[config.mk]
export PLATFORM = sky130hd
export DESIGN_NAME = pls_label_select
export DESIGN_NICKNAME = d
export VERILOG_FILES = /design/src/design/pls_pkg.sv /design/src/design/pls_access_check.sv /design/src/design/pls_label_select.sv /design/src/design/pls_vpm_map.sv
export SDC_FILE = /design/constraint.sdc
export NUM_CORES = 1
export LEC_CHECK = 0
export ABC_AREA = 0
export BUFFER_PORTS_ARGS = -buffer_cell sky130_fd_sc_hd__buf_2
export CELL_PAD_IN_SITES_DETAIL_PLACEMENT = 0
export CELL_PAD_IN_SITES_GLOBAL_PLACEMENT = 1
export CORE_ASPECT_RATIO = 1.1
export CORE_MARGIN = 2
export CORE_UTILIZATION = 43
export CTS_CLUSTER_DIAMETER = 50
export CTS_CLUSTER_SIZE = 28
export DETAILED_ROUTE_END_ITERATION = 12
export PLACE_DENSITY = 0.81
export SLEW_MARGIN = 20
export SYNTH_ARGS = -nofsm -noshare
export SYNTH_HDL_FRONTEND = slang
export SYNTH_HIERARCHICAL = 1
export SYNTH_SLANG_ARGS = --single-unit
[constraint.sdc]
create_clock -name clk -period 4.9 [get_ports clk]
set_input_delay 1.225 -clock clk [delete_from_list [all_inputs] [get_ports clk]]
set_output_delay 1.225 -clock clk [all_outputs]
set_load 0.02 [all_outputs]
[src/design/pls_pkg.sv]
// package for the partition label select block: field widths, encodings, carriers
// assumes: a single 20 MHz core clock and a synchronous active-high reset
`default_nettype none
package pls_pkg;
  localparam int PLS_PARTITION_ID_W = 16;
  localparam int PLS_PMG_W = 8;
  localparam int PLS_FEAT_LSB = 40;
  localparam int PLS_FEAT_MSB = 43;
  localparam logic [3:0] PLS_FEAT_ABSENT = 4'h0;
  localparam logic [3:0] PLS_FEAT_V1 = 4'h1;
  localparam logic PLS_SEC_LABEL_SECURE = 1'h0;
  localparam logic PLS_SEC_LABEL_NONSEC = 1'h1;
  localparam logic [15:0] PLS_DEFAULT_PARTITION_ID = 16'h0000;
  localparam logic [1:0] PLS_LBL_RESET = 2'h0;
  localparam int PLS_VPM_ENTRIES = 8;
  localparam int PLS_VPM_IDX_W = 3;

  // exception levels
  typedef enum logic [1:0] {
    PLS_EL0 = 2'h0,
    PLS_EL1 = 2'h1,
    PLS_EL2 = 2'h2,
    PLS_EL3 = 2'h3
  } pls_level_e;

  // request source kinds
  typedef enum logic [2:0] {
    PLS_REQ_IFETCH = 3'h0,
    PLS_REQ_IWALK = 3'h1,
    PLS_REQ_DATA = 3'h2,
    PLS_REQ_DWALK = 3'h3,
    PLS_REQ_UNPRIV = 3'h4,
    PLS_REQ_NESTED = 3'h5,
    PLS_REQ_PROFBUF = 3'h6
  } pls_req_e;

  // label register identities, also used for system register access names
  typedef enum logic [2:0] {
    PLS_REG_APP = 3'h0,
    PLS_REG_GUEST = 3'h1,
    PLS_REG_HYP = 3'h2,
    PLS_REG_MON = 3'h3,
    PLS_REG_HOST_ALIAS = 3'h4
  } pls_reg_e;

  typedef struct packed {
    logic [15:0] dataPartitionField;
    logic [15:0] instrPartitionField;
    logic [7:0] dataMonitorGroupField;
    logic [7:0] instrMonitorGroupField;
  } pls_label_s;

  typedef struct packed {
    logic [15:0] partitionId;
    logic [7:0] monitorGroup;
    logic securitySpaceLabel;
  } pls_tag_s;

  typedef struct packed {
    logic guestAppLock;
    logic level0MapEnable;
    logic level1MapEnable;
    logic appRegTrap;
    logic guestRegTrap;
    logic trapLowerA;
    logic hostExtensionBit;
  } pls_ctrl_s;
endpackage
`default_nettype wire

[src/design/pls_access_check.sv]
// access permission and alias resolution for label register system accesses
// assumes: level and controls are stable for the access cycle
`default_nettype none
module pls_access_check (
  input wire pls_pkg::pls_level_e level,
  input wire pls_pkg::pls_reg_e regName,
  input wire pls_pkg::pls_ctrl_s ctrl,
  output logic allowed,
  output pls_pkg::pls_reg_e target
);
  import pls_pkg::*;

  logic atLeast2;
  logic atLeast1;

  assign atLeast2 = (level == PLS_EL2) || (level == PLS_EL3);
  assign atLeast1 = (level != PLS_EL0);

  always_comb begin
    target = regName;
    if (regName == PLS_REG_GUEST && ctrl.hostExtensionBit) begin
      target = PLS_REG_HYP;
    end else if (regName == PLS_REG_HOST_ALIAS) begin
      target = PLS_REG_GUEST;
    end
  end

  always_comb begin
    case (regName)
      PLS_REG_APP: begin
        if (ctrl.trapLowerA) allowed = (level == PLS_EL3);
        else if (ctrl.appRegTrap) allowed = atLeast2;
        else allowed = atLeast1;
      end
      PLS_REG_GUEST: begin
        if (ctrl.hostExtensionBit) begin
          // redirected name follows the hypervisor register's gate
          allowed = ctrl.trapLowerA ? (level == PLS_EL3) : atLeast2;
        end else if (ctrl.trapLowerA) allowed = (level == PLS_EL3);
        else if (ctrl.guestRegTrap) allowed = atLeast2;
        else allowed = atLeast1;
      end
      PLS_REG_HYP: allowed = ctrl.trapLowerA ? (level == PLS_EL3) : atLeast2;
      PLS_REG_MON: allowed = (level == PLS_EL3);
      PLS_REG_HOST_ALIAS: begin
        // only a host at level 2 or 3 with the extension set and trap-lower clear may use the alias
        allowed = ctrl.hostExtensionBit && !ctrl.trapLowerA && atLeast2;
      end
      default: allowed = 1'b0;
    endcase
  end
endmodule
`default_nettype wire

[src/design/pls_label_select.sv]
// top of the partition label select block: label registers, selection, labelling
// assumes: requests are synchronous to clk; controls are plain ports, no register bus
`default_nettype none
// Function
// - feature id field reads 0x0 when absent, 0x1 for version 1.
// - every request carries partition id, monitor group and security label.
// - each label register holds data and instruction ids with monitor groups.
// - source by level; level 0 uses guest register when lock set.
// - mapping at level 0/1 per enables and lock; never at levels 2, 3.
// - instruction fetches use the instruction partition field.
// - instruction table walks use the instruction partition field too.
// - data accesses use the data partition field.
// - data table walks use the data partition field too.
// - monitor group comes from same register and side as partition id.
// - unprivileged loads and stores label like ordinary ones at that level.
// - nested-virtualization memory accesses use hypervisor data labels.
// - profiling buffer writes use owning level data labels and security.
// - application register access gated by trap-lower and its trap bit.
// - guest register access gated by trap-lower and its trap bit.
// - hypervisor register accessible from level 3, or 2 when not trapped.
// - monitor register accessible only from level 3.
// - with host extension, guest register name reaches hypervisor register.
// - with host extension, alias name reaches the real guest register.
// - security label is 0 in Secure state and 1 in Non-secure.
// - with no valid mapping entry, default physical partition id is used.
module pls_label_select (
  input wire logic clk,
  input wire logic reset,
  input wire logic featurePresent,
  input wire pls_pkg::pls_ctrl_s ctrl,
  input wire logic [15:0] defaultVirtId,
  input wire logic [8*16-1:0] physTable,
  input wire logic [7:0] validBits,
  input wire logic reqValid,
  input wire pls_pkg::pls_req_e reqKind,
  input wire pls_pkg::pls_level_e level,
  input wire logic secureState,
  input wire pls_pkg::pls_level_e ownerLevel,
  input wire logic ownerSecure,
  input wire logic sysValid,
  input wire logic sysWrite,
  input wire pls_pkg::pls_reg_e sysReg,
  input wire pls_pkg::pls_label_s sysWdata,
  output logic [63:0] featureIdReg,
  output logic outValid,
  output pls_pkg::pls_tag_s outTag,
  output logic sysDone,
  output logic sysFault,
  output pls_pkg::pls_label_s sysRdata
);
  import pls_pkg::*;

  // four label registers held in flip-flops, indexed by level
  pls_label_s labelRegs [4];
  logic accAllowed;
  pls_reg_e accTarget;
  pls_level_e effLevel;
  logic effSecure;
  logic dataSide;
  pls_label_s selReg;
  logic [1:0] selIdx;
  logic mapOn;
  logic [15:0] rawId;
  logic [15:0] mappedId;
  pls_tag_s next_outTag;

  function automatic logic [1:0] regIndex(input pls_reg_e r);
    case (r)
      PLS_REG_APP: regIndex = 2'h0;
      PLS_REG_GUEST: regIndex = 2'h1;
      PLS_REG_HYP: regIndex = 2'h2;
      PLS_REG_MON: regIndex = 2'h3;
      default: regIndex = 2'h1;
    endcase
  endfunction

  pls_access_check accessCheck (
    .level(level),
    .regName(sysReg),
    .ctrl(ctrl),
    .allowed(accAllowed),
    .target(accTarget)
  );

  // side and level per request kind; walks and unprivileged accesses simply
  // inherit the level and side of what they serve, so no extra state is needed
  always_comb begin
    effLevel = level;
    effSecure = secureState;
    dataSide = 1'b1;
    case (reqKind)
      PLS_REQ_IFETCH: dataSide = 1'b0;
      PLS_REQ_IWALK: dataSide = 1'b0;
      PLS_REQ_DATA: dataSide = 1'b1;
      PLS_REQ_DWALK: dataSide = 1'b1;
      PLS_REQ_UNPRIV: dataSide = 1'b1;
      PLS_REQ_NESTED: effLevel = PLS_EL2;
      PLS_REQ_PROFBUF: begin
        effLevel = ownerLevel;
        effSecure = ownerSecure;
      end
      default: dataSide = 1'b1;
    endcase
  end

  always_comb begin
    case (effLevel)
      PLS_EL0: begin
        selIdx = ctrl.guestAppLock ? 2'h1 : 2'h0;
        mapOn = ctrl.guestAppLock ? ctrl.level1MapEnable : ctrl.level0MapEnable;
      end
      PLS_EL1: begin
        selIdx = 2'h1;
        mapOn = ctrl.level1MapEnable;
      end
      PLS_EL2: begin
        selIdx = 2'h2;
        mapOn = 1'b0;
      end
      PLS_EL3: begin
        selIdx = 2'h3;
        mapOn = 1'b0;
      end
      default: begin
        selIdx = 2'h3;
        mapOn = 1'b0;
      end
    endcase
  end

  assign selReg = labelRegs[selIdx];
  assign rawId = dataSide ? selReg.dataPartitionField : selReg.instrPartitionField;

  pls_vpm_map vpmMap (
    .virtId(rawId),
    .defaultVirtId(defaultVirtId),
    .physTable(physTable),
    .validBits(validBits),
    .physId(mappedId)
  );

  always_comb begin
    next_outTag.partitionId = mapOn ? mappedId : rawId;
    next_outTag.monitorGroup = dataSide ? selReg.dataMonitorGroupField
                                        : selReg.instrMonitorGroupField;
    next_outTag.securitySpaceLabel = effSecure ? PLS_SEC_LABEL_SECURE
                                               : PLS_SEC_LABEL_NONSEC;
  end

  // labels register alongside the request so they leave with it, one cycle on
  always_ff @(posedge clk) begin
    if (reset) begin
      outValid <= 1'b0;
      outTag <= '0;
    end else begin
      outValid <= reqValid;
      if (reqValid) outTag <= next_outTag;
    end
  end

  // system register writes through the resolved target
  always_ff @(posedge clk) begin
    if (reset) begin
      for (int i = 0; i < 4; i++) labelRegs[i] <= '0;
    end else if (sysValid && sysWrite && accAllowed) begin
      labelRegs[regIndex(accTarget)] <= sysWdata;
    end
  end

  always_ff @(posedge clk) begin
    if (reset) begin
      sysDone <= 1'b0;
      sysFault <= 1'b0;
      sysRdata <= '0;
    end else begin
      sysDone <= sysValid;
      sysFault <= sysValid && !accAllowed;
      if (sysValid && !sysWrite) begin
        sysRdata <= accAllowed ? labelRegs[regIndex(accTarget)] : '0;
      end
    end
  end

  always_ff @(posedge clk) begin
    if (reset) begin
      featureIdReg <= '0;
    end else begin
      featureIdReg <= '0;
      featureIdReg[PLS_FEAT_MSB:PLS_FEAT_LSB] <= featurePresent ? PLS_FEAT_V1
                                                                : PLS_FEAT_ABSENT;
    end
  end
endmodule
`default_nettype wire

[src/design/pls_vpm_map.sv]
// virtual-to-physical partition mapping table lookup
// assumes: table contents come from registers kept outside this block
`default_nettype none
module pls_vpm_map (
  input wire logic [15:0] virtId,
  input wire logic [15:0] defaultVirtId,
  input wire logic [8*16-1:0] physTable,
  input wire logic [7:0] validBits,
  output logic [15:0] physId
);
  import pls_pkg::*;

  logic [2:0] idx;
  logic [2:0] defIdx;

  // out-of-range ids fold into the table by their low bits
  assign idx = virtId[2:0];
  assign defIdx = defaultVirtId[2:0];

  always_comb begin
    if (validBits[idx]) begin
      physId = physTable[idx*16 +: 16];
    end else if (validBits[defIdx]) begin
      physId = physTable[defIdx*16 +: 16];
    end else begin
      physId = PLS_DEFAULT_PARTITION_ID;
    end
  end
endmodule
`default_nettype wire

==> results.rst, run 1 <==
.. list-table::
   :header-rows: 1

   * - Metric
     - Value
   * - Net switching component of the power
     - 0.00180 W
   * - Total of fill cells in the finished design
     - 3220
   * - Static Leakage
     - 7.30 nW
   * - Sequential Area
     - 7310 um2
   * - Register-to-Register Path Depth
     - 9
   * - Die outline area
     - 38000 um2
   * - Pin count of the biggest net entering global routing
     - 85
   * - Total clock buffers created by CTS
     - 29
   * - Start of the worst register-to-register path
     - labelRegs[0][33]$_SDFFCE_PN0P_
   * - Mean routed wirelength per cell
     - 23.1 um
   * - Detailed Place HPWL
     - 33.9 mm
   * - Setup Fix Bufs, Post-CTS
     - 0
   * - Boundary pin count
     - 365
   * - Post-cts hold buffer count
     - 0
   * - Initial cell density of the core
     - 0.434
   * - Max stage delay on crit path
     - 0.55 ns
   * - Number of standard cells after synthesis
     - 1355
   * - RSZ-0062 raised after global routing
     - no
   * - Type of origin of the critical path
     - input pin
   * - Clock network power share
     - 0.363
   * - Width of the die
     - 186 um
   * - Final routed wirelength across all metal layers
     - 49.0 mm
   * - Total power density per cell area
     - 329 nW/um2
   * - DRC viols
     - 0
   * - Most common cell after layout, fill and taps aside
     - sky130_fd_sc_hd__buf_2
   * - Setup TNS
     - 0 ns
   * - Port Buffer Count
     - 288
   * - Worst Path Required
     - 5.36 ns
   * - Period utilization
     - 0.839
   * - Util after Layout
     - 0.512
   * - Later-pin clock latency in the skew report
     - 0.55 ns
   * - Length of the first detailed-routing pass in iterations
     - 5
   * - Most frequent cell on the critical path
     - sky130_fd_sc_hd__a32oi_1
   * - R2r setup slk
     - 2.09 ns
   * - Sinks on Clock Net
     - 269
   * - Top library cells by usage in the layout, fill and taps aside
     - 288 x sky130_fd_sc_hd__buf_2, 193 x sky130_fd_sc_hd__and2_1, 192 x sky130_fd_sc_hd__edfxtp_1
   * - CP cell instances
     - buf_2 -> a21bo_2 -> a211oi_4 -> mux2i_1 -> a32oi_1 -> o211ai_1 -> inv_1 -> mux4_2 -> mux2i_4 -> nand2_4 -> o22ai_2 -> a32oi_1 -> o21ai_1
   * - Final Max Tran Viols
     - 0
   * - Critical Path Sink Type
     - register
   * - Per-cell via count in the routed design
     - 5.65
   * - Transition time of the tightest slew-check pin
     - 1.02 ns
   * - Die Height
     - 204 um
   * - Core region area
     - 36100 um2
   * - RePlAce Congestion
     - 0.815
   * - Count of buffer and inverter cells on the critical path
     - 2
   * - Proportion of layout cells with a drive suffix above 1
     - 0.311
   * - Number of violations reported at the end of detailed-routing iteration 0
     - 732
   * - Setup Viol. Count Final
     - 0
   * - Nets
     - 1831
   * - Cell depth of the worst min-delay path
     - 2
   * - Comb power frac
     - 0.206
   * - Hold Crit Start
     - outTag[16]$_SDFFE_PP0P_
   * - Switching Share
     - 0.296
   * - Initial antenna violation count
     - 12
   * - CP Data Arrival Time
     - 4.57 ns
   * - Clock skew after layout
     - 0.0250 ns
   * - Clock tree buffer depth
     - 3
   * - CTS tree
     - built
   * - Worst Hold Path EP
     - outTag[16]$_SDFFE_PP0P_
   * - Remaining Overflow, GRT
     - 0
   * - Critical path fanouts, max
     - 15
   * - Result of the run
     - finished, final reports clean
   * - Critical path class
     - input pin to register
   * - Rows
     - 73
   * - Number of warnings issued by yosys
     - 6
   * - Endpoint of the worst register-to-register path
     - outTag[22]$_SDFFE_PP0P_
   * - Final critical-path required period
     - 4.11 ns
   * - Cell type group with the largest total delay on the critical path
     - compound AO/OA/AOI/OAI gates
   * - Worst vdd ir
     - 0.296 mV
   * - Worst rel slew slack
     - 0.322
   * - Number of antenna-violating nets in the routed design
     - 0
   * - Clock transition time at the flip-flop clock pins of the worst setup and hold paths
     - 0.06 ns
   * - Slowest cell on the critical path
     - sky130_fd_sc_hd__a211oi_4
   * - Global-route wire length before repair
     - 71.3 mm
   * - Register share of total power
     - 0.431
   * - Highest Clock Rate
     - 0.243 GHz
   * - Mean area per synthesized cell
     - 11.6 um2
   * - Multi-input gate area
     - 7640 um2
   * - Via count of the routed design
     - 12000
   * - Vias in the first global route
     - 12000
   * - Total GRT Usage
     - 0.250
   * - Root Driver
     - sky130_fd_sc_hd__clkbuf_16
   * - Layout Area Growth over Synthesis
     - 17.8%
   * - CTS-repair resized insts
     - 0
   * - Internal power
     - 0.00428 W
   * - H-tree depth
     - 1
   * - Classification of the worst-slack hold path
     - register to register
   * - Final Hold Vio Count
     - 0
   * - Maximum capacitance violations
     - 0
   * - Combined area of all synthesized cells
     - 15700 um2
## state kept, by name, indices dropped and copies added, names as in the netlist
name and flops:
labelRegs 192, sysRdata 48, outTag 25, featureIdReg 1, outValid 1, sysDone 1, sysFault 1
## tightest hold or removal path, stage by stage, from the launching register on
cell                      delay (ns)
sky130_fd_sc_hd__dfxtp_1        0.32
sky130_fd_sc_hd__a32oi_1        0.06
sky130_fd_sc_hd__o21ai_1        0.06
## cell type report
cell class,count,share of cell area
multi-input combinational,961,0.414
clock inverter,21,0.0126
clock buffer,32,0.0404
timing repair buffer,335,0.101
sequential,269,0.396
tap,487,0.0330
antenna,10,0.00135
inverter,10,0.00203
## how the worst max path moves through the flow
stage,startpoint,endpoint,slack [ns],cells after the start
2_1_floorplan,reqKind[1],outTag[13]$_SDFFE_PP0P_,0.60,16
6_report,reqKind[2],outTag[22]$_SDFFE_PP0P_,0.79,13
3_3_place_gp,reqKind[2],outTag[10]$_SDFFE_PP0P_,0.30,13
4_1_cts,reqKind[2],outTag[10]$_SDFFE_PP0P_,0.80,13
3_5_place_dp,reqKind[2],outTag[10]$_SDFFE_PP0P_,0.25,13
5_1_grt,reqKind[2],outTag[15]$_SDFFE_PP0P_,0.59,14
## stage by stage
step / setup slack [ns] / instance area, um2 / cells / power, W / hold slack, ns
floorplan: 0.598 / 15900 / 1417 / 0.00352 / 0.583
global placement: 0.299 / 17500 / 2062 / 0.00390 / 0.454
detailed placement: 0.251 / 17500 / 2062 / 0.00392 / 0.457
CTS: 0.800 / 18400 / 2115 / 0.00610 / 0.474
global route: 0.592 / 18500 / 2120 / 0.00630 / 0.499
finish: 0.790 / 18500 / 2125 / 0.00608 / 0.473
## power by group through the flow
stage,clock network (W),logic (W),registers [W]
floorplan,0,0.000823,0.00270
global placement,0,0.00123,0.00266
detailed placement,0,0.00125,0.00267
CTS,0.00223,0.00125,0.00262
global route,0.00233,0.00134,0.00264
finish,0.00221,0.00125,0.00262
## routing by layer
metal,share of wire,vias up,GRT usage
met3,0.075,92,0.0415
met5,0.0012,-,0
li1,-,5502,-
met2,0.51,508,0.450
met1,0.37,5898,0.291
met4,0.042,8,0.108
No activity file was read; power rests on OpenSTA's default activity.
==> run 2, diff against run 1 <==
==> constraint.sdc (replaced) <==
create_clock -name clk -period 4.1 [get_ports clk]
set_input_delay 1.025 -clock clk [delete_from_list [all_inputs] [get_ports clk]]
set_output_delay 1.025 -clock clk [all_outputs]
set_load 0.02 [all_outputs]
==> run 2 against run 1 <==
Net effect: global-route usage is 0.55 points higher; non-clock buffer count is 22 higher; flip-flop and latch count stayed put; combinational power is 23% higher; worst setup slack worse by 0.31 ns; cell area is 2.3% higher; clock skew is 0.0090 ns lower.
==> results.rst, run 2 (synthesized netlist as in run 1, its figures left out) <==
.. list-table::
   :header-rows: 1

   * - Metric
     - Value
   * - Clock network power share
     - 0.388 (+0.025)
   * - Classification of the worst-slack hold path
     - register to register
   * - Core region area
     - 36100 um2 (unchanged)
   * - Critical path fanouts, max
     - 15 (unchanged)
   * - Register share of total power
     - 0.410 (-0.021)
   * - DP Worst Slack
     - -0.0455 ns (-0.297 ns)
   * - Slowest cell on the critical path
     - sky130_fd_sc_hd__mux4_2
   * - Static Leakage
     - 7.52 nW (+2.9%)
   * - RePlAce Congestion
     - 0.820 (+0.50%)
   * - Maximum capacitance violations
     - 0 (unchanged)
   * - Internal power
     - 0.00544 W (+27%)
   * - Layout Area Growth over Synthesis
     - 20.5%
   * - CP Data Arrival Time
     - 4.11 ns (-0.46 ns)
   * - Mean routed wirelength per cell
     - 23.1 um (about the same)
   * - Die outline area
     - 38000 um2 (unchanged)
   * - Post-cts hold buffer count
     - 0 (unchanged)
   * - Critical path class
     - input pin to register
   * - Period utilization
     - 0.884
   * - Highest Clock Rate
     - 0.276 GHz
   * - Port Buffer Count
     - 288 (unchanged)
   * - Boundary pin count
     - 365 (unchanged)
   * - Critical Path Sink Type
     - register
   * - Worst vdd ir
     - 0.337 mV (+14%)
   * - Nets
     - 1855 (+1.3%)
   * - Number of violations reported at the end of detailed-routing iteration 0
     - 774 (+5.7%)
   * - Final critical-path required period
     - 3.62 ns
   * - Initial cell density of the core
     - 0.434 (unchanged)
   * - Setup Fix Bufs, Post-CTS
     - 0 (unchanged)
   * - Clock transition time at the flip-flop clock pins of the worst setup and hold paths
     - 0.06 ns (about the same)
   * - DRC viols
     - 0 (unchanged)
   * - Detailed Place HPWL
     - 34.2 mm (+1.1%)
   * - Final Hold Vio Count
     - 0 (unchanged)
   * - Worst rel slew slack
     - 0.512 (+0.190)
   * - CP cell instances
     - buf_2 -> a21bo_2 -> a21o_1 -> nor2_8 -> mux2_1 -> o211ai_1 -> inv_1 -> mux4_2 -> mux2i_4 -> nand2_4 -> o22ai_2 -> a32oi_1 -> o21ai_1
   * - Via count of the routed design
     - 12300 (+2.6%)
   * - Result of the run
     - finished, final reports clean
   * - Worst Slack Setup Final
     - 0.477 ns (-0.313 ns)
   * - Max FFs per register
     - 192 (unchanged)
   * - Total GRT Usage
     - 0.255 (+0.00546)
   * - Switching Share
     - 0.287 (-0.00879)
   * - CTS tree
     - built
   * - Die Height
     - 204 um (unchanged)
   * - Rows
     - 73 (unchanged)
   * - Number of antenna-violating nets in the routed design
     - 0 (unchanged)
   * - Global-route wire length before repair
     - 73.1 mm (+2.6%)
   * - Count of buffer and inverter cells on the critical path
     - 2 (unchanged)
   * - Clock skew after layout
     - 0.0160 ns (-0.00902 ns)
   * - Initial antenna violation count
     - 16 (+4)
   * - H-tree depth
     - 1 (unchanged)
   * - Cell type group with the largest total delay on the critical path
     - compound AO/OA/AOI/OAI gates
   * - Transition time of the tightest slew-check pin
     - 0.730 ns (-0.287 ns)
   * - Later-pin clock latency in the skew report
     - 0.56 ns (about the same)
   * - Total power density per cell area
     - 404 nW/um2 (+23%)
   * - Root Driver
     - sky130_fd_sc_hd__clkbuf_16
   * - Net switching component of the power
     - 0.00219 W (+22%)
   * - Width of the die
     - 186 um (unchanged)
   * - RSZ-0062 raised after global routing
     - no
   * - CTS-repair resized insts
     - 0 (unchanged)
   * - Setup Viol. Count Final
     - 0 (unchanged)
   * - Vias in the first global route
     - 12500 (+4.4%)
   * - Most common cell after layout, fill and taps aside
     - sky130_fd_sc_hd__buf_2
   * - Worst Path Required
     - 4.59 ns (-0.77 ns)
   * - Registers with the highest flip-flop counts
     - labelRegs: 192 flops, sysRdata: 48 flops, outTag: 25 flops
   * - Type of origin of the critical path
     - input pin
   * - Length of the first detailed-routing pass in iterations
     - 5 (unchanged)
   * - Proportion of layout cells with a drive suffix above 1
     - 0.322 (+0.0108)
   * - Sinks on Clock Net
     - 269 (unchanged)
   * - Reg with most FFs
     - labelRegs
   * - Final Max Tran Viols
     - 0 (unchanged)
   * - Top library cells by usage in the layout, fill and taps aside
     - 288 x sky130_fd_sc_hd__buf_2, 193 x sky130_fd_sc_hd__and2_1, 192 x sky130_fd_sc_hd__edfxtp_1
   * - Max stage delay on crit path
     - 0.50 ns (-0.05 ns)
   * - Final total power
     - 0.00763 W (+25%)
   * - Clock tree buffer depth
     - 3 (unchanged)
   * - Total clock buffers created by CTS
     - 31 (+6.9%)
   * - Per-cell via count in the routed design
     - 5.72 (+1.2%)
   * - Final routed wirelength across all metal layers
     - 49.7 mm (+1.4%)
   * - Comb power frac
     - 0.201 (-0.005)
   * - Pin count of the biggest net entering global routing
     - 80 (-5.9%)
   * - Remaining Overflow, GRT
     - 0 (unchanged)
==> run 2: cell count changes in the layout (fill, tap and decap cells not counted), sizes merged <==
cell	change
clkbuf	+1
clkinv	-3
bufinv	+3
buf	+22
diode	+4
inv	+3
==> run 2: cell type report <==
class,count,area [um2]
clock buffers,33,805
fillers,3171,17200
well taps,487,609
multi-input cells,961,7640
diodes,14,35.0
clock inverters,24,304
flip-flops and latches,269,7310
repair buffers,357,2150
inverters,10,37.5
==> run 2: worst paths after layout <==
path / endpoint / slack (ns) / depth (start not counted) / start
max: outTag[17]$_SDFFE_PP0P_ / 0.48 / 13 / reqKind[1]
min reg2reg: outTag[23]$_SDFFE_PP0P_ / 0.47 / 2 / outTag[23]$_SDFFE_PP0P_
min: outTag[23]$_SDFFE_PP0P_ / 0.47 / 2 / outTag[23]$_SDFFE_PP0P_
max reg2reg: outTag[17]$_SDFFE_PP0P_ / 1.42 / 9 / labelRegs[0][33]$_SDFFCE_PN0P_
==> run 2: stage by stage <==
stage	utilization	instances	setup TNS [ns]	hold slack, ns	instance area (um2)
finish	0.523	2155	0	0.471	18900
global route	0.523	2150	0	0.500	18900
CTS	0.523	2141	0	0.475	18900
detailed placement	0.492	2084	-0.327	0.462	17700
global placement	0.492	2084	-0.0223	0.454	17700
floorplan	-	1417	0	0.583	15900
==> run 2: routing by layer <==
layer | vias up | part of all wire | GRT usage
met5 | - | 0.00097 | 0
met4 | 8 | 0.035 | 0.120
met3 | 94 | 0.070 | 0.0451
met2 | 540 | 0.52 | 0.456
met1 | 6122 | 0.37 | 0.295
li1 | 5556 | - | -
==> run 2: tightest hold or removal path, delay by kind of cell (launching register included) <==
kind               cells  cell delay [ns]
DFF                    1             0.32
AOI/OAI and AO/OA      2             0.12
==> run 2: power by group through the flow <==
stage	logic, W	registers [W]	clock network (W)
final	0.00154	0.00313	0.00296
after global routing	0.00164	0.00315	0.00310
after CTS	0.00153	0.00313	0.00299
after detailed placement	0.00153	0.00319	0
after global placement	0.00151	0.00318	0
after floorplan	0.000986	0.00322	0
==> run 3, diff against run 2 <==
--- a/config.mk
+++ b/config.mk
@@ -11,11 +11,11 @@
 export CELL_PAD_IN_SITES_GLOBAL_PLACEMENT = 1
 export CORE_ASPECT_RATIO = 1.1
 export CORE_MARGIN = 2
-export CORE_UTILIZATION = 43
+export CORE_UTILIZATION = 35
 export CTS_CLUSTER_DIAMETER = 50
 export CTS_CLUSTER_SIZE = 28
 export DETAILED_ROUTE_END_ITERATION = 12
-export PLACE_DENSITY = 0.81
+export PLACE_DENSITY = 0.68
 export SLEW_MARGIN = 20
 export SYNTH_ARGS = -nofsm -noshare
 export SYNTH_HDL_FRONTEND = slang
==> constraint.sdc (replaced) <==
create_clock -name clk -period 3.4 [get_ports clk]
set_input_delay 0.85 -clock clk [delete_from_list [all_inputs] [get_ports clk]]
set_output_delay 0.85 -clock clk [all_outputs]
set_load 0.02 [all_outputs]
==> run 3 against run 2 <==
Net effect: the flow now finishes with violations (setup timing); clock power rose by 16%; clock skew barely moved; die area rose by 22%; sequential power rose by 21%; flip-flop and latch count did not move; critical path type unchanged.
==> results.rst, run 3 (synthesized netlist as in run 1, its figures left out) <==
.. list-table::
   :header-rows: 1

   * - Metric
     - Value
   * - Worst Slack Setup Final
     - -0.0112 ns (-0.488 ns)
   * - H-tree depth
     - 1 (unchanged)
   * - Top library cells by usage in the layout, fill and taps aside
     - 285 x sky130_fd_sc_hd__buf_2, 193 x sky130_fd_sc_hd__and2_1, 192 x sky130_fd_sc_hd__edfxtp_1
   * - Initial cell density of the core
     - 0.353 (-0.0814)
   * - Final Hold Vio Count
     - 0 (unchanged)
   * - RePlAce Congestion
     - 0.852 (+3.9%)
   * - Port Buffer Count
     - 288 (unchanged)
   * - Per-cell via count in the routed design
     - 5.40 (-5.5%)
   * - Pin count of the biggest net entering global routing
     - 61 (-24%)
   * - Most common cell after layout, fill and taps aside
     - sky130_fd_sc_hd__buf_2
   * - Slowest cell on the critical path
     - sky130_fd_sc_hd__mux4_2
   * - Vias in the first global route
     - 12400 (-0.92%)
   * - Final routed wirelength across all metal layers
     - 53.9 mm (+8.4%)
   * - Via count of the routed design
     - 12400 (+0.33%)
   * - Width of the die
     - 206 um (+11%)
   * - Nets
     - 1900 (+2.4%)
   * - Max FFs per register
     - 192 (unchanged)
   * - CP Data Arrival Time
     - 3.88 ns (-0.23 ns)
   * - RSZ-0062 raised after global routing
     - yes
   * - Worst rel slew slack
     - 0.448 (-0.0647)
   * - Setup Viol. Count Final
     - 1 (+1)
   * - R2r setup slk
     - 0.70 ns (-0.72 ns)
   * - Classification of the worst-slack hold path
     - register to register
   * - Worst Hold Path EP
     - outTag[11]$_SDFFE_PP0P_
   * - Max stage delay on crit path
     - 0.51 ns (about the same)
   * - Total GRT Usage
     - 0.221 (-0.0346)
   * - Proportion of layout cells with a drive suffix above 1
     - 0.350 (+0.0284)
   * - Metal3 WL
     - 3.16 mm (-9.5%)
   * - Static Leakage
     - 7.77 nW (+3.3%)
   * - Period utilization
     - 1.00
   * - Length of the first detailed-routing pass in iterations
     - 5 (unchanged)
   * - Maximum capacitance violations
     - 0 (unchanged)
   * - Registers with the highest flip-flop counts
     - labelRegs: 192 flops, sysRdata: 48 flops, outTag: 25 flops
   * - Sinks on Clock Net
     - 269 (unchanged)
   * - Reg with most FFs
     - labelRegs
   * - Rows
     - 81 (+11%)
   * - Hold Crit Start
     - outTag[11]$_SDFFE_PP0P_
   * - Result of the run
     - complete, but fails checks
   * - Cell depth of the worst min-delay path
     - 2 (unchanged)
   * - Clock transition time at the flip-flop clock pins of the worst setup and hold paths
     - 0.06 ns (about the same)
   * - Register-to-Register Path Depth
     - 12 (+3)
   * - Worst Path Required
     - 3.86 ns (-0.73 ns)
   * - Post-cts hold buffer count
     - 0 (unchanged)
   * - Top layer in use
     - met5
   * - Violations in the final reports
     - setup timing
   * - Final total power
     - 0.00931 W (+22%)
   * - Type of origin of the critical path
     - input pin
   * - Core region area
     - 44400 um2 (+23%)
   * - Post-route design area
     - 19500 um2 (+3.4%)
   * - Clock tree buffer depth
     - 3 (unchanged)
   * - Root Driver
     - sky130_fd_sc_hd__clkbuf_16
   * - Initial antenna violation count
     - 8 (-8)
   * - Number of violations reported at the end of detailed-routing iteration 0
     - 779 (+0.65%)
   * - Remaining Overflow, GRT
     - 0 (unchanged)
   * - Critical path fanouts, max
     - 7 (-8)
   * - Die Height
     - 226 um (+11%)
   * - Die outline area
     - 46500 um2 (+22%)
   * - Total of fill cells in the finished design
     - 4156 (+31%)
   * - Final Max Tran Viols
     - 0 (unchanged)
   * - Later-pin clock latency in the skew report
     - 0.59 ns (+0.03 ns)
   * - Total power density per cell area
     - 477 nW/um2 (+18%)
   * - CP cell instances
     - buf_6 -> and4b_2 -> buf_6 -> a211oi_4 -> buf_6 -> mux2i_2 -> a32oi_2 -> o211ai_1 -> inv_2 -> clkbuf_16 -> mux4_2 -> mux2i_1 -> o22ai_2 -> a32oi_1 -> o21ai_1
   * - Routed length on met2
     - 27.5 mm (+6.5%)
   * - Mean routed wirelength per cell
     - 23.6 um (+2.2%)
   * - Final critical-path required period
     - 3.41 ns
   * - Wire length on met1
     - 21.2 mm (+14%)
   * - Detailed Place HPWL
     - 37.5 mm (+9.5%)
   * - Boundary pin count
     - 365 (unchanged)
   * - Start of the worst register-to-register path
     - labelRegs[0][17]$_SDFFCE_PN0P_
   * - Endpoint of the worst register-to-register path
     - outTag[9]$_SDFFE_PP0P_
   * - Critical path class
     - input pin to register
   * - Worst hold slack across all endpoints
     - 0.471 ns (-0.000212 ns)
   * - Global-route wire length before repair
     - 76.1 mm (+4.1%)
   * - Clock skew after layout
     - 0.0162 ns (+0.000252 ns)
   * - DP Worst Slack
     - -0.714 ns (-0.668 ns)
   * - Dpl cell area
     - 18100 um2 (+2.1%)
   * - Highest Clock Rate
     - 0.293 GHz
   * - Transition time of the tightest slew-check pin
     - 0.828 ns (+0.0987 ns)
   * - Most frequent cell on the critical path
     - sky130_fd_sc_hd__buf_6
   * - CTS tree
     - built
   * - Critical Path Sink Type
     - register
   * - Layout Area Growth over Synthesis
     - 24.6%
   * - DRC viols
     - 0 (unchanged)
   * - Number of antenna-violating nets in the routed design
     - 0 (unchanged)
   * - Worst vdd ir
     - 0.382 mV (+13%)
   * - Total clock buffers created by CTS
     - 31 (unchanged)
==> run 3: power by group <==
part / internal [W] / total, W / switching (W)
Combinational: 0.000933 / 0.00209 / 0.00116
Clock: 0.00198 / 0.00344 / 0.00146
Sequential: 0.00369 / 0.00379 / 0.0000993
==> run 3: what timing repair did <==
action / in CTS / in global routing
gates cloned: 0 / 5
resized for setup: 6 / 31
setup endpoints to repair: 16 / 16
buffers inserted: 2 / 3
pin swaps: 2 / 32
==> run 3: worst max-delay path by stage <==
stage               startpoint                 endpoint  slack, ns  cells after the start
floorplan           reqKind[1]  outTag[13]$_SDFFE_PP0P_      -0.44                     16
global placement    reqKind[2]  outTag[10]$_SDFFE_PP0P_      -0.63                     14
detailed placement  reqKind[1]  outTag[22]$_SDFFE_PP0P_      -0.71                     13
CTS                 reqKind[1]  outTag[22]$_SDFFE_PP0P_       0.03                     17
global route        reqKind[2]   outTag[9]$_SDFFE_PP0P_      -0.13                     15
finish              reqKind[2]   outTag[9]$_SDFFE_PP0P_      -0.01                     15
==> run 3: routing by layer <==
layer  track usage  up-vias
met5             0        -
met4        0.0866        2
met3        0.0297       93
met2         0.402      460
met1         0.261     6150
li1              -     5656
==> run 3: cell type report <==
class,instances,area (um2),share of cell area
inverters,10,37.5,0.00192
clock inverters,22,224,0.0115
well taps,581,727,0.0372
diodes,6,15.0,0.000769
multi-input cells,961,7770,0.398
flip-flops and latches,269,7310,0.374
repair buffers,402,2610,0.134
clock buffers,36,847,0.0434
==> run 3: critical path, delay by kind of cell <==
family	cells	cell delay, ns
AOI/OAI and AO/OA	6	1.03
buffers and inverters	5	0.93
muxes	3	0.77
and+or+nand+nor	1	0.28
==> run 3: through the flow <==
stage	cells	setup TNS (ns)	util
after floorplan	1417	-6.21	-
after global placement	2213	-9.83	0.408
after detailed placement	2213	-11.03	0.408
after CTS	2273	0	0.433
after global routing	2284	-0.884	0.440
final	2287	-0.0112	0.440
